[src/rtl/cor_cfg.svh]
`ifndef COR_CFG_SVH
`define COR_CFG_SVH

// Register indices (byte address is four times the index)
`define COR_IDX_RAW_ALIGN     8'h09
`define COR_IDX_PORT0_EN      8'h13
`define COR_IDX_PORT1_EN      8'h14
`define COR_IDX_PASS_ROUTE    8'h16
`define COR_IDX_VC_SEL        8'h2E
`define COR_IDX_ID_TWO        8'hF1
`define COR_IDX_ID_THREE      8'hF2
`define COR_IDX_ID_FOUR       8'hF3
`define COR_IDX_ID_FIVE       8'hF4
`define COR_IDX_ID_SIX        8'hF5

// Field positions
`define COR_RAW_ALIGN_BIT     4
`define COR_EN_CTRL_BIT       7
`define COR_EN_FIELD_HI       5
`define COR_PASS_PIN3_BIT     2
`define COR_PASS_PIN0_BIT     1
`define COR_PASS_STAT_BIT     0
`define COR_VC_HI             7
`define COR_VC_LO             6

// Reset values
`define COR_RST_RAW_ALIGN     8'h00
`define COR_RST_PORT0_EN      8'h3F
`define COR_RST_PORT1_EN      8'h00
`define COR_RST_PASS_ROUTE    8'h02
`define COR_RST_VC_SEL        8'h00
`define COR_EN_ALL            6'h3F
`define COR_EN_NONE           6'h00

// Writable masks; other bits hold reset value
`define COR_MASK_RAW_ALIGN    8'h10
`define COR_MASK_PORT_EN      8'hBF
`define COR_MASK_PASS_ROUTE   8'h06
`define COR_MASK_VC_SEL       8'hC0

// AXI responses
`define COR_RESP_OKAY         2'h0
`define COR_RESP_SLVERR       2'h2

`endif

[src/rtl/cor_pkg.sv]
package cor_pkg;
    typedef enum logic [1:0] {COR_WR_IDLE, COR_WR_RESP} cor_wr_state_t;
    typedef enum logic [0:0] {COR_RD_IDLE, COR_RD_DATA} cor_rd_state_t;
    typedef struct packed {
        logic [7:0] raw_pixel_alignment;
        logic [7:0] output_port_zero_enable;
        logic [7:0] output_port_one_enable;
        logic [7:0] pass_indicator_routing;
        logic [7:0] virtual_channel_select;
    } cor_regs_t;
endpackage

[src/rtl/cor_regs.sv]
`timescale 1ns/1ps
`include "cor_cfg.svh"
module cor_regs
    import cor_pkg::*;
#(
    parameter int         RAW_W        = 12,
    parameter int         BUS_W        = 24,
    // Identification characters: values are arbitrary
    parameter logic [7:0] ID_TWO       = 8'h41,
    parameter logic [7:0] ID_THREE_CAP = 8'h43,
    parameter logic [7:0] ID_THREE_STD = 8'h44,
    parameter logic [7:0] ID_FOUR      = 8'h31,
    parameter logic [7:0] ID_FIVE      = 8'h32,
    parameter logic [7:0] ID_SIX       = 8'h33,
    parameter bit         DECRYPT_CAP  = 1'b1
) (
    // Clock and reset
    input  wire logic             aclk,
    input  wire logic             aresetn,
    // AXI4-Lite write address
    input  wire logic [9:0]       s_axi_awaddr,
    input  wire logic             s_axi_awvalid,
    output logic                  s_axi_awready,
    // AXI4-Lite write data
    input  wire logic [31:0]      s_axi_wdata,
    input  wire logic [3:0]       s_axi_wstrb,
    input  wire logic             s_axi_wvalid,
    output logic                  s_axi_wready,
    // AXI4-Lite write response
    output logic [1:0]            s_axi_bresp,
    output logic                  s_axi_bvalid,
    input  wire logic             s_axi_bready,
    // AXI4-Lite read address
    input  wire logic [9:0]       s_axi_araddr,
    input  wire logic             s_axi_arvalid,
    output logic                  s_axi_arready,
    // AXI4-Lite read data
    output logic [31:0]           s_axi_rdata,
    output logic [1:0]            s_axi_rresp,
    output logic                  s_axi_rvalid,
    input  wire logic             s_axi_rready,
    // Pass indication from the output datapath (asynchronous)
    input  wire logic             pass_in,
    // Raw pixel data
    input  wire logic [RAW_W-1:0] raw_pixel,
    output logic      [BUS_W-1:0] pixel_bus,
    // Output controls
    output logic                  port_zero_on,
    output logic                  port_one_on,
    output logic [1:0]            virtual_channel,
    // General pins, output and enable
    output logic                  general_pin_zero_o,
    output logic                  general_pin_zero_oe,
    output logic                  general_pin_three_o,
    output logic                  general_pin_three_oe
);
    // Elaboration checks: the aligner needs a raw word that fits the bus
    if (RAW_W < 1) begin : g_raw_w_bad
        $error("RAW_W must be at least 1");
    end
    if (BUS_W < RAW_W) begin : g_bus_w_bad
        $error("BUS_W must be at least RAW_W");
    end

    function automatic bit is_printable(input logic [7:0] c);
        return (c >= 8'h20) && (c <= 8'h7E);
    endfunction
    if (!is_printable(ID_TWO) || !is_printable(ID_THREE_CAP) ||
        !is_printable(ID_THREE_STD) || !is_printable(ID_FOUR) ||
        !is_printable(ID_FIVE) || !is_printable(ID_SIX)) begin : g_id_bad
        $error("identification bytes must be printable characters");
    end
    if (ID_THREE_CAP == ID_THREE_STD) begin : g_id_three_bad
        $error("the two third-byte characters must differ");
    end

    typedef struct packed {
        cor_regs_t     regs;
        cor_wr_state_t wst;
        logic [7:0]    waddr;
        logic          have_aw;
        logic [7:0]    wdat;
        logic          wbyte0;
        logic          have_w;
        logic [1:0]    bresp;
        cor_rd_state_t rst;
        logic [31:0]   rdata;
        logic [1:0]    rresp;
        logic [BUS_W-1:0] pix;
        logic          p0_on;
        logic          p1_on;
        logic          pin0;
        logic          pin0_oe;
        logic          pin3;
        logic          pin3_oe;
        // Handshake outputs kept in flops so no port is decoded
        logic          aw_rdy;
        logic          w_rdy;
        logic          b_vld;
        logic          ar_rdy;
        logic          r_vld;
    } cor_state_t;

    cor_state_t st;
    cor_state_t next_st;
    logic       pass_sync;
    logic [BUS_W-1:0] aligned;

    // Whole-word index from a byte address; low two bits are ignored
    function automatic logic [7:0] word_index(input logic [9:0] a);
        return a[9:2];
    endfunction

    // Known, writable register?
    function automatic logic is_writable(input logic [7:0] i);
        return (i == `COR_IDX_RAW_ALIGN) || (i == `COR_IDX_PORT0_EN) ||
               (i == `COR_IDX_PORT1_EN) || (i == `COR_IDX_PASS_ROUTE) ||
               (i == `COR_IDX_VC_SEL);
    endfunction

    // Keep reserved bits at their reset value
    function automatic logic [7:0] merge(input logic [7:0] rst_v,
                                         input logic [7:0] mask,
                                         input logic [7:0] d);
        return (d & mask) | (rst_v & ~mask);
    endfunction

    // With bit 7 set, port is on only for the all-ones pattern in bits 5:0; bit 7 clear gives the default
    function automatic logic port_enabled(input logic [7:0] r, input logic dflt);
        logic on;
        on = dflt;
        if (r[`COR_EN_CTRL_BIT]) begin
            on = (r[`COR_EN_FIELD_HI:0] == `COR_EN_ALL);
        end
        return on;
    endfunction

    // Pin enable and level for one routing bit; unrouted pins idle low
    function automatic logic [1:0] route_pin(input logic sel, input logic pass);
        return {sel, sel & pass};
    endfunction

    // New register image for one accepted byte; reserved bits keep reset value
    function automatic cor_regs_t write_commit(input cor_regs_t  r,
                                               input logic [7:0] idx,
                                               input logic [7:0] d);
        cor_regs_t n;
        n = r;
        case (idx)
            `COR_IDX_RAW_ALIGN:
                n.raw_pixel_alignment = merge(`COR_RST_RAW_ALIGN, `COR_MASK_RAW_ALIGN, d);
            `COR_IDX_PORT0_EN:
                n.output_port_zero_enable = merge(`COR_RST_PORT0_EN, `COR_MASK_PORT_EN, d);
            `COR_IDX_PORT1_EN:
                n.output_port_one_enable = merge(`COR_RST_PORT1_EN, `COR_MASK_PORT_EN, d);
            `COR_IDX_PASS_ROUTE:
                n.pass_indicator_routing = merge(`COR_RST_PASS_ROUTE, `COR_MASK_PASS_ROUTE, d);
            `COR_IDX_VC_SEL:
                n.virtual_channel_select = merge(`COR_RST_VC_SEL, `COR_MASK_VC_SEL, d);
            // Identification and unmapped words: nothing to store
            default: ;
        endcase
        return n;
    endfunction

    // Read value and whether the word exists; unmapped words read zero
    function automatic logic [8:0] read_word(input logic [7:0] idx,
                                             input cor_regs_t  r,
                                             input logic       pass);
        logic [7:0] v;
        logic       ok;
        v  = 8'h00;
        ok = 1'b1;
        case (idx)
            `COR_IDX_RAW_ALIGN:  v = r.raw_pixel_alignment;
            `COR_IDX_PORT0_EN:   v = r.output_port_zero_enable;
            `COR_IDX_PORT1_EN:   v = r.output_port_one_enable;
            `COR_IDX_PASS_ROUTE: begin
                v = r.pass_indicator_routing;
                v[`COR_PASS_STAT_BIT] = pass;
            end
            `COR_IDX_VC_SEL:     v = r.virtual_channel_select;
            `COR_IDX_ID_TWO:     v = ID_TWO;
            `COR_IDX_ID_THREE:   v = DECRYPT_CAP ? ID_THREE_CAP : ID_THREE_STD;
            `COR_IDX_ID_FOUR:    v = ID_FOUR;
            `COR_IDX_ID_FIVE:    v = ID_FIVE;
            `COR_IDX_ID_SIX:     v = ID_SIX;
            default:             ok = 1'b0;
        endcase
        return {ok, v};
    endfunction

    // Pass comes from another domain; two flops before any logic reads it
    cor_sync u_pass_sync (
        .aclk    (aclk),
        .aresetn (aresetn),
        .din     (pass_in),
        .dout    (pass_sync)
    );

    cor_pixel_align #(
        .RAW_W (RAW_W),
        .BUS_W (BUS_W)
    ) u_align (
        .msb_align (st.regs.raw_pixel_alignment[`COR_RAW_ALIGN_BIT]),
        .raw_in    (raw_pixel),
        .bus_out   (aligned)
    );

    always_comb begin
        logic [7:0] ridx;
        logic [7:0] rv;
        logic       rok;
        // Read index decoded every cycle; the value is kept only on accept
        ridx       = word_index(s_axi_araddr);
        {rok, rv}  = read_word(ridx, st.regs, pass_sync);
        next_st    = st;

        // Write channel: take address and data in either order
        // Each half waits in its own holding flop until the other arrives
        if (s_axi_awvalid && !st.have_aw && st.wst == COR_WR_IDLE) begin
            next_st.have_aw = 1'b1;
            next_st.waddr   = word_index(s_axi_awaddr);
        end
        if (s_axi_wvalid && !st.have_w && st.wst == COR_WR_IDLE) begin
            next_st.have_w = 1'b1;
            next_st.wdat   = s_axi_wdata[7:0];
            next_st.wbyte0 = s_axi_wstrb[0];
        end
        case (st.wst)
            COR_WR_IDLE: begin
                if (st.have_aw && st.have_w) begin
                    next_st.wst     = COR_WR_RESP;
                    next_st.have_aw = 1'b0;
                    next_st.have_w  = 1'b0;
                    // Read-only and unmapped words answer SLVERR and store nothing
                    next_st.bresp   = is_writable(st.waddr) ? `COR_RESP_OKAY
                                                            : `COR_RESP_SLVERR;
                    // Strobe low is still answered, but nothing is stored
                    if (st.wbyte0) begin
                        next_st.regs = write_commit(st.regs, st.waddr, st.wdat);
                    end
                end
            end
            COR_WR_RESP: begin
                if (s_axi_bready) begin
                    next_st.wst = COR_WR_IDLE;
                end
            end
            default: next_st.wst = COR_WR_IDLE;
        endcase

        // Read data captured on accept, so it cannot move while rvalid stands
        case (st.rst)
            COR_RD_IDLE: begin
                if (s_axi_arvalid) begin
                    next_st.rst   = COR_RD_DATA;
                    next_st.rdata = {24'h000000, rv};
                    next_st.rresp = rok ? `COR_RESP_OKAY : `COR_RESP_SLVERR;
                end
            end
            COR_RD_DATA: begin
                if (s_axi_rready) begin
                    next_st.rst = COR_RD_IDLE;
                end
            end
            default: next_st.rst = COR_RD_IDLE;
        endcase

        // Handshake outputs come from flops; none is decoded at the port
        next_st.aw_rdy = (next_st.wst == COR_WR_IDLE) && !next_st.have_aw;
        next_st.w_rdy  = (next_st.wst == COR_WR_IDLE) && !next_st.have_w;
        next_st.b_vld  = (next_st.wst == COR_WR_RESP);
        next_st.ar_rdy = (next_st.rst == COR_RD_IDLE);
        next_st.r_vld  = (next_st.rst == COR_RD_DATA);

        next_st.pix   = aligned;
        next_st.p0_on = port_enabled(st.regs.output_port_zero_enable, 1'b1);
        next_st.p1_on = port_enabled(st.regs.output_port_one_enable, 1'b0);
        {next_st.pin3_oe, next_st.pin3} =
            route_pin(st.regs.pass_indicator_routing[`COR_PASS_PIN3_BIT], pass_sync);
        {next_st.pin0_oe, next_st.pin0} =
            route_pin(st.regs.pass_indicator_routing[`COR_PASS_PIN0_BIT], pass_sync);
    end

    always_ff @(posedge aclk) begin
        if (!aresetn) begin
            st                                <= '0;
            st.regs.raw_pixel_alignment       <= `COR_RST_RAW_ALIGN;
            st.regs.output_port_zero_enable   <= `COR_RST_PORT0_EN;
            st.regs.output_port_one_enable    <= `COR_RST_PORT1_EN;
            st.regs.pass_indicator_routing    <= `COR_RST_PASS_ROUTE;
            st.regs.virtual_channel_select    <= `COR_RST_VC_SEL;
            st.wst                            <= COR_WR_IDLE;
            st.rst                            <= COR_RD_IDLE;
            // Port zero, pin zero and bus readies leave reset at their defaults
            st.p0_on                          <= 1'b1;
            st.pin0_oe                        <= 1'b1;
            st.aw_rdy                         <= 1'b1;
            st.w_rdy                          <= 1'b1;
            st.ar_rdy                         <= 1'b1;
        end else begin
            st <= next_st;
        end
    end

    assign s_axi_awready        = st.aw_rdy;
    assign s_axi_wready         = st.w_rdy;
    assign s_axi_bvalid         = st.b_vld;
    assign s_axi_bresp          = st.bresp;
    assign s_axi_arready        = st.ar_rdy;
    assign s_axi_rvalid         = st.r_vld;
    assign s_axi_rdata          = st.rdata;
    assign s_axi_rresp          = st.rresp;
    assign pixel_bus            = st.pix;
    assign port_zero_on         = st.p0_on;
    assign port_one_on          = st.p1_on;
    assign virtual_channel      = st.regs.virtual_channel_select[`COR_VC_HI:`COR_VC_LO];
    assign general_pin_zero_o   = st.pin0;
    assign general_pin_zero_oe  = st.pin0_oe;
    assign general_pin_three_o  = st.pin3;
    assign general_pin_three_oe = st.pin3_oe;
endmodule

[src/rtl/cor_sync.sv]
`timescale 1ns/1ps
// Two-flop synchroniser; first stage feeds only the second
module cor_sync (
    // Clock and reset
    input  wire logic aclk,
    input  wire logic aresetn,
    // Data
    input  wire logic din,
    output logic      dout
);
    typedef struct packed {
        logic s1;
        logic s2;
    } cor_sync_st_t;

    cor_sync_st_t st;
    cor_sync_st_t next_st;

    always_comb begin
        next_st    = st;
        next_st.s1 = din;
        next_st.s2 = st.s1;
    end

    always_ff @(posedge aclk) begin
        if (!aresetn) begin
            st <= '0;
        end else begin
            st <= next_st;
        end
    end

    assign dout = st.s2;
endmodule

[src/rtl/cor_pixel_align.sv]
`timescale 1ns/1ps
`include "cor_cfg.svh"
// Places raw pixel data on low or high bits of the colour bus
module cor_pixel_align #(
    parameter int RAW_W = 12,
    parameter int BUS_W = 24
) (
    // Control
    input  wire logic             msb_align,
    // Data
    input  wire logic [RAW_W-1:0] raw_in,
    output logic      [BUS_W-1:0] bus_out
);
    // Elaboration check: the raw word must fit the bus
    if (RAW_W < 1 || RAW_W > BUS_W) begin : g_width_bad
        $error("RAW_W must be 1..BUS_W");
    end

    always_comb begin
        bus_out = '0;
        if (msb_align) begin
            bus_out[BUS_W-1 -: RAW_W] = raw_in;
        end else begin
            bus_out[RAW_W-1:0] = raw_in;
        end
    end
endmodule

[config.mk]
export PLATFORM = sky130hd
export DESIGN_NAME = cor_regs
export DESIGN_NICKNAME = d
export VERILOG_FILES = /design/src/rtl/cor_pkg.sv /design/src/rtl/cor_regs.sv /design/src/rtl/cor_sync.sv /design/src/rtl/cor_pixel_align.sv
export VERILOG_INCLUDE_DIRS = /design/src /design/src/rtl
export SDC_FILE = /design/constraint.sdc
export NUM_CORES = 1
export LEC_CHECK = 0
export ABC_AREA = 1
export BUFFER_PORTS_ARGS = -buffer_cell sky130_fd_sc_hd__buf_4
export CORE_ASPECT_RATIO = 0.6
export CORE_UTILIZATION = 50
export CTS_BUF_LIST = sky130_fd_sc_hd__clkbuf_16
export DETAILED_ROUTE_END_ITERATION = 6
export PLACE_DENSITY = 0.85
export SYNTH_ARGS = -nofsm -noshare
export SYNTH_HDL_FRONTEND = slang
export SYNTH_SLANG_ARGS = --single-unit
[constraint.sdc]
create_clock -name aclk -period 3.4 [get_ports aclk]
set_input_delay 0.68 -clock aclk [delete_from_list [all_inputs] [get_ports aclk]]
set_output_delay 0.68 -clock aclk [all_outputs]
set_load 0.05 [all_outputs]
==> flow_summary.yaml, run 1 <==
run_status:
  status: "complete, no violations"
drt:
  avgViaCountPerCell: 4.860
  wire_per_inst_um: 12.68
  drt_wl_total_um: 8075
  drt_iter0_markers: 166
  drc: 0
  antenna_left: 0
  vias: 3096
  first_pass_iters: 4
sta:
  final_hold_viol_count: 0
  tightest_slew_ns: 0.5289
  holdWs_ns: 0.4190
  timing.fmax_mhz: 606.7
  maxSlewViolCount: 0
  fin_skew_ns: 0.009499
  setup_viol: 0
  min_period_ns: 1.648
  rsz0062_at_grt: "false"
  relSlewSlack: 0.6464
  timing.final.crit_share: 0.4848
  tns_ns: 0
finish:
  fin_nets: 604
  post_route_cells_drive_above_1_share: 0.2514
  syn2layout_area_growth_pct: 17.25
  diodes: 0
  post-route-util: 0.6084
yosys:
  synth_enable_flop_cells: 0
  yosys-top-cells-count: "dfxtp_1, nand2_1, buf_4"
  async_reset_ff_frac: 0
  synth-seq-cells: 87
  ys_top_cells_by_area: "dfxtp_1, buf_4, nand2_1"
  syn_area_per_cell_um2: 7.971
  yosys.area.top_type: "dfxtp_1"
  synth.most_common_cell: "dfxtp_1"
  postSynthCellCount: 475
  yosys.cell_types.count: 32
  yosys_most_used_dff: "dfxtp_1"
  syn-cell-area_um2: 3786
  synth_warnings: 0
  synth.top_cell.area_share: 0.4600
  synth-seq-area-share: 0.4600
placement:
  hpwl_um: 6134
  portBuffers: 91
  gp_congestion: 0.8292
hold_path:
  hold_start: "u_pass_sync.next_st[0]"
  hold_class: "register to register"
clock_tree:
  path_clk_slew_ns: 0.06
  cts_tree: "built"
  clock_latency_ns: 0.34
  ctsHoldBuffers: 0
  cts-root-buf: "clkbuf_16"
  cts_max_level: 3
  clkSinkCount: 87
  numCtsBuffers: 9
  cts_buffer_depth: 2
  ctsResizeCount: 0
  postCtsSetupBuffers: 0
die:
  fp.dieH_um: 69.41
  io_pins: 149
  core-area_um2: 7297
  die_x_um: 114.3
  rows: 24
  dieArea_um2: 7936
  initial_core_util: 0.5189
critical_path:
  startpoint: "aresetn"
  arrival_ns: 1.86
  r2r-start: "st[83]"
  critPathMaxFanout: 48
  worstSetupPathType: "input port to register"
  endpoint_kind: "register"
  cp-start-kind: "input port"
  r2r_setup_slack_ns: 1.90
  crit_required_ns: 3.61
global_route:
  grt_max_degree: 49
  grt.total_usage: 0.2104
  antenna_found_initial: 0
  grt_overflow: 0
  grt_pass1_wl_um: 13170
  grt_pass1_vias: 2960
power:
  p_leak_nw: 2.138
  ir_worst_vdd_uv: 323.3
  p_per_area_nw_per_um2: 513.1
job:
  max_cap_viol_count: 0
-- final cells by class --
class | count | area, µm²
fill | 629 | 2858
multi-input combinational | 287 | 1403
tap | 104 | 130.1
timing repair buffer | 91 | 683.2
clock inverter | 7 | 60.06
clock buffer | 9 | 225.2
inverter | 52 | 196.4
sequential | 87 | 1742
-- layout by cell type (no fill, tap or decap), types with 3 or more instances in the layout --
cell type and n:
buf_4 91, dfxtp_1 87, nand2_1 73, nor2_1 54, inv_1 49, a21oi_1 35
o21ai_0 27, conb_1 27, nand3_1 26, clkbuf_16 9, nand4_1 7, o211ai_2 6
nor2_4 4, nor3_1 4, inv_6 4, nor2_2 3, nor3_2 3, a21oi_2 3
-- sequential cells by signal, indices dropped and copies added, names as in the netlist --
register and flops:
s_axi_rdata 8, pixel_bus 24, u_pass_sync.next_st 1, next_st 2, s_axi_bvalid 1, port_zero_on 1
s_axi_rvalid 1, general_pin_three_o 1, u_pass_sync.dout 1, general_pin_zero_o 1, s_axi_bresp 1, st 36
s_axi_rresp 1, s_axi_wready 1, port_one_on 1, general_pin_zero_oe 1, s_axi_arready 1, general_pin_three_oe 1
s_axi_awready 1, virtual_channel 2
-- cell families after synthesis --
family                 synth area share
AOI/OAI and AO/OA                0.1196
buffers and inverters            0.1953
DFF                              0.4600
other                         0.0009905
and+or+nand+nor                  0.2241
-- metrics by stage --
step                worst slack, ns  total power [mW]  cells  instance area (µm²)
floorplan                     1.903             1.317    501                 3884
global placement              1.480             1.356    621                 4154
detailed placement            1.442             1.365    621                 4154
CTS                           1.785             2.298    637                 4439
global route                  1.657             2.368    637                 4439
finish                        1.752             2.278    637                 4439
-- final timing paths --
check | endpoint | cells past startpoint
min reg2reg | u_pass_sync.dout | 2
min | u_pass_sync.dout | 2
max reg2reg | st[124] | 5
max | s_axi_awready | 4
-- critical path, cell delays in order --
cell and delay (ns):
buf_4 0.39, inv_1 0.38, a21oi_1 0.32, nor2_1 0.08
-- where the power goes --
part	total (mW)	internal [mW]	leakage [nW]	switching (mW)
clock network	0.934	0.510	0.143	0.424
logic	0.275	0.0744	1.28	0.201
registers	1.07	1.05	0.710	0.0178
-- layer usage --
metal / share of wire / track usage
met1: 0.44 / 0.2713
met2: 0.45 / 0.3232
met3: 0.10 / 0.08916
met4: 0.013 / 0.05628
met5: 0 / 0
(Power assumes the default switching activity.)
==> inputs of run 2 (changes only) <==
CORE_UTILIZATION = 49   (was 50)
PLACE_DENSITY = 0.83   (was 0.85)
clock period = 1.58 ns   (was 3.4 ns; I/O delays follow)
==> flow_summary.yaml, run 2 (same netlist as run 1, synthesis figures left out) <==
critical_path:
  path_delay_family: "simple AND/OR/NAND/NOR gates"
  r2r-start: "st[89]"
  crit_required_ns: 1.81
  cp_num_buf_inv: 0
  worstPathCellList: "nor2_2 -> nand3_2 -> nor3_2 -> nand2_4 -> o21ai_0 -> nor2_1"
  cp-start-kind: "register"
  critPathMaxFanout: 13
  slowest_delay_ns: 0.32
  r2r-end: "st[124]"
  r2r_setup_slack_ns: 0.12
  r2r_cells: 6
  worstSetupPathType: "register to register"
  crit_path_top_delay_cell: "dfxtp_1"
  arrival_ns: 1.69
  endpoint_kind: "register"
sta:
  tns_ns: 0
  timing.final.crit_share: 0.9214
  timing.fmax_mhz: 686.9
  maxSlewViolCount: 0
  fin_skew_ns: 0.004008
  setup_viol: 0
  final_hold_viol_count: 0
  min_period_ns: 1.456
finish:
  final_common_cell: "buf_4"
  post_route_cells_drive_above_1_share: 0.2584
  multi_input_area_um2: 1413
  fill_cells: 628
  largest_reg_flops: 36
  syn2layout_area_growth_pct: 20.39
  final_cell_mix: "buf_4, dfxtp_1, nand2_1, nor2_1, inv_1"
  post-route-util: 0.6196
  layout.area.seq_um2: 1742
  regMostFlops: "st"
  diodes: 0
  fin_nets: 609
clock_tree:
  clkSinkCount: 87
  cts_max_level: 3
  clock_latency_ns: 0.34
  cts-root-buf: "clkbuf_16"
  postCtsSetupBuffers: 0
  path_clk_slew_ns: 0.06
  cts_buffer_depth: 2
  numCtsBuffers: 9
  cts_tree: "built"
power:
  p_per_area_nw_per_um2: 1166
  ir_worst_vdd_uv: 880.8
  combPwrFrac: 0.114
  p_leak_nw: 2.203
  p_total_mw: 5.315
  seq_power_share: 0.433
  swShare: 0.2514
  netSwitchingPower_mw: 1.336
  p_int_mw: 3.978
  clkPwrFrac: 0.454
global_route:
  grt.total_usage: 0.2127
  grt_overflow: 0
  grt_max_degree: 23
  grt_pass1_vias: 2827
  antenna_found_initial: 0
  grt_pass1_wl_um: 13200
drt:
  drt_iter0_markers: 195
  drt_wl_total_um: 8049
  avgViaCountPerCell: 4.727
  drc: 0
  wire_per_inst_um: 12.54
  antenna_left: 0
  first_pass_iters: 5
  vias: 3035
hold_path:
  whs_path_depth: 3
  hold_path_end: "u_pass_sync.next_st[0]"
  hold_class: "input port to register"
  hold_start: "pass_in"
die:
  dieArea_um2: 8094
  rows: 24
  io_pins: 149
  die_x_um: 115.5
  core-area_um2: 7357
  fp.dieH_um: 70.09
  initial_core_util: 0.5146
run_status:
  status: "complete, no violations"
placement:
  hpwl_um: 6058
  portBuffers: 91
  gp_congestion: 0.8621
job:
  max_cap_viol_count: 0
-- run 2: cell types whose count changed in the layout (fill, tap and decap cells not counted), sizes merged --
| cell | delta |
|---|---|
| buf | +5 |
| inv | -4 |
| bufinv | +3 |
| clkinvlp | +1 |
-- run 2: routing by layer --
metal | vias up | GRT usage | share of wire
met5 | - | 0 | 0
met4 | 0 | 0.06782 | 0.014
met3 | 11 | 0.08681 | 0.11
met2 | 135 | 0.3227 | 0.43
met1 | 1350 | 0.2740 | 0.44
li1 | 1539 | - | -
-- run 2: layout make-up --
type	count	share of cell area
sequential	87	0.3821
inverter	52	0.04310
multi-input combinational	287	0.3099
clock inverter	7	0.02608
timing repair buffer	96	0.1609
clock buffer	9	0.04941
tap	104	0.02855
-- run 2: worst max-delay path by stage --
stage                               start        endpoint  slack, ns  depth (start not counted)
after floorplan              s_axi_rvalid  s_axi_rresp[1]       0.09                          5
final                              st[89]         st[124]       0.12                          6
after CTS                          st[91]          st[86]      0.009                          4
after global placement    s_axi_araddr[5]  s_axi_rdata[5]       0.16                         10
after detailed placement           st[91]          st[86]       0.11                          4
after global routing               st[89]         st[124]      -0.02                          6
-- run 2: worst register-to-register path: stages (launching register included) --
cell and delay (ns):
dfxtp_1 0.32, nor2_2 0.16, nand3_2 0.11, nor3_2 0.31, nand2_4 0.20, o21ai_0 0.21, nor2_1 0.05
-- run 2: power by group through the flow --
| stage | Clock [mW] | Combinational [mW] | Sequential, mW |
|---|---|---|---|
| 2_1_floorplan | 0 | 0.464 | 2.37 |
| 3_3_place_gp | 0 | 0.587 | 2.34 |
| 3_5_place_dp | 0 | 0.599 | 2.35 |
| 4_1_cts | 2.45 | 0.601 | 2.30 |
| 5_1_grt | 2.54 | 0.650 | 2.30 |
| 6_report | 2.41 | 0.604 | 2.30 |
-- run 2: what timing repair did --
item	in CTS	in global routing
hold endpoints to repair	0	0
resized for setup	0	2
hold buffers	0	0
endpoints found under the setup margin	0	10
-- run 2: metrics by stage --
step	cell area [µm²]	setup WS [ns]	instances	hold WS, ns
final	4558	0.1242	642	0.1679
after global routing	4558	-0.01556	642	0.1697
after CTS	4548	0.009089	642	0.1614
after detailed placement	4204	0.1053	626	0.4194
after global placement	4204	0.1649	626	0.4002
after floorplan	3884	0.08789	501	0.3905
==> inputs of run 3 (changes only) <==
CORE_UTILIZATION = 44   (was 49)
PLACE_DENSITY = 0.79   (was 0.83)
clock period = 1.3 ns   (was 1.58 ns; I/O delays follow)
==> flow_summary.yaml, run 3 (same netlist as run 1, synthesis figures left out) <==
power:
  p_per_area_nw_per_um2: 1302
  ir_worst_vdd_uv: 869.5
  p_leak_nw: 2.351
critical_path:
  endpoint_kind: "register"
  r2r-end: "st[113]"
  critPathMaxFanout: 8
  arrival_ns: 1.55
  r2r-start: "st[89]"
  worstSetupPathType: "register to register"
  crit_required_ns: 1.56
  r2r_cells: 8
  r2r_setup_slack_ns: 0.005
  cp-start-kind: "register"
finish:
  regMostFlops: "st"
  syn2layout_area_growth_pct: 27.83
  final_cell_mix: "buf_4, dfxtp_1, nand2_1, nor2_1, inv_1"
  largest_reg_flops: 36
  diodes: 0
  fin_nets: 634
  post_route_cells_drive_above_1_share: 0.3321
  final_common_cell: "buf_4"
  fin_cells: 671
clock_tree:
  cts-root-buf: "clkbuf_16"
  clkSinkCount: 87
  numCtsBuffers: 9
  cts_max_level: 3
  clock_latency_ns: 0.34
  cts_tree: "built"
  path_clk_slew_ns: 0.06
  cts_buffer_depth: 2
  ctsHoldBuffers: 0
hold_path:
  whs_path_depth: 3
  hold_class: "input port to register"
  hold_start: "pass_in"
  hold_path_end: "u_pass_sync.next_st[0]"
run_status:
  status: "complete, no violations"
global_route:
  antenna_found_initial: 0
  grt_pass1_vias: 3020
  grt.total_usage: 0.1956
  grt_pass1_wl_um: 13510
  grt_overflow: 0
  grt_max_degree: 22
die:
  die_x_um: 121.8
  initial_core_util: 0.4673
  dieArea_um2: 8992
  rows: 25
  core-area_um2: 8102
  fp.dieH_um: 73.86
  io_pins: 149
sta:
  timing.fmax_mhz: 772.3
  holdWs_ns: 0.1231
  rsz0062_at_grt: "true"
  fin_skew_ns: 0.008487
  setup_viol: 0
  min_period_ns: 1.295
  timing.final.crit_share: 0.9960
  final_hold_viol_count: 0
  maxSlewViolCount: 0
placement:
  portBuffers: 91
  hpwl_um: 6188
  gp_congestion: 0.9153
  place_inst: 645
drt:
  drt_iter0_markers: 236
  antenna_left: 0
  wire_per_inst_um: 12.90
  vias: 3196
  drt_wl_total_um: 8657
  avgViaCountPerCell: 4.763
  first_pass_iters: 5
  drc: 0
job:
  max_cap_viol_count: 0
==> run 3: changes by cell type in the layout (fill, tap and decap cells not counted), moves of 5 or more <==
cell and change:
dfxtp_1 -8, o21ai_2 +5, dfxtp_2 +7, buf_4 +21, o21ai_0 -6
==> run 3: through the flow <==
stage	total power, mW	instance area, µm²	setup slack (ns)	setup TNS [ns]	util
3_3_place_gp	3.591	4324	-0.07802	-0.2034	0.5337
5_1_grt	6.535	4840	-0.05573	-0.6371	0.5974
3_5_place_dp	3.609	4324	-0.1245	-0.7127	0.5337
6_report	6.302	4840	0.005244	0	0.5974
4_1_cts	6.324	4693	-0.03468	-0.1596	0.5793
2_1_floorplan	3.445	3886	0.06238	0	-
==> run 3: timing repair <==
| action | in CTS | in global routing |
|---|---|---|
| pin swaps | 7 | 8 |
| setup buffers | 2 | 7 |
| resized for setup | 10 | 32 |
| gates cloned | 1 | 0 |
| endpoints found under the setup margin | 14 | 28 |
==> run 3: where the power goes <==
| part | internal (mW) | leakage (nW) | switching (mW) |
|---|---|---|---|
| Sequential | 2.75 | 0.713 | 0.0520 |
| Clock | 1.67 | 0.150 | 1.04 |
| Combinational | 0.244 | 1.49 | 0.548 |
==> run 3: worst max-delay path, cell delays in order, from the launching register on <==
cell	delay, ns
dfxtp_2	0.33
nor2_4	0.15
nand3_4	0.11
clkinv_2	0.07
nand2_2	0.07
nor2_4	0.12
buf_6	0.16
o21ai_2	0.06
a21oi_1	0.14
==> run 3: cell type report <==
cell class	instances	area [µm²]
Clock buffer	9	225.2
Clock inverter	7	90.09
Fill cell	694	3262
Inverter	52	200.2
Multi-Input combinational cell	288	1510
Sequential cell	87	1754
Tap cell	108	135.1
Timing Repair Buffer	120	924.6
==> run 3: worst max path at each step <==
stage | endpoint | slack (ns) | cells past startpoint | startpoint
floorplan | s_axi_rresp[1] | 0.06 | 5 | s_axi_rvalid
global placement | st[124] | -0.08 | 6 | st[89]
detailed placement | st[124] | -0.12 | 6 | st[89]
CTS | st[122] | -0.03 | 5 | st[90]
global route | st[129] | -0.06 | 6 | st[92]
finish | st[113] | 0.005 | 8 | st[89]
==> run 3: layer usage <==
layer	track usage	share of wire	vias up
li1	-	-	1607
met1	0.2415	0.44	1412
met2	0.3013	0.44	161
met3	0.08618	0.10	16
met4	0.07270	0.013	0
met5	0	0	-
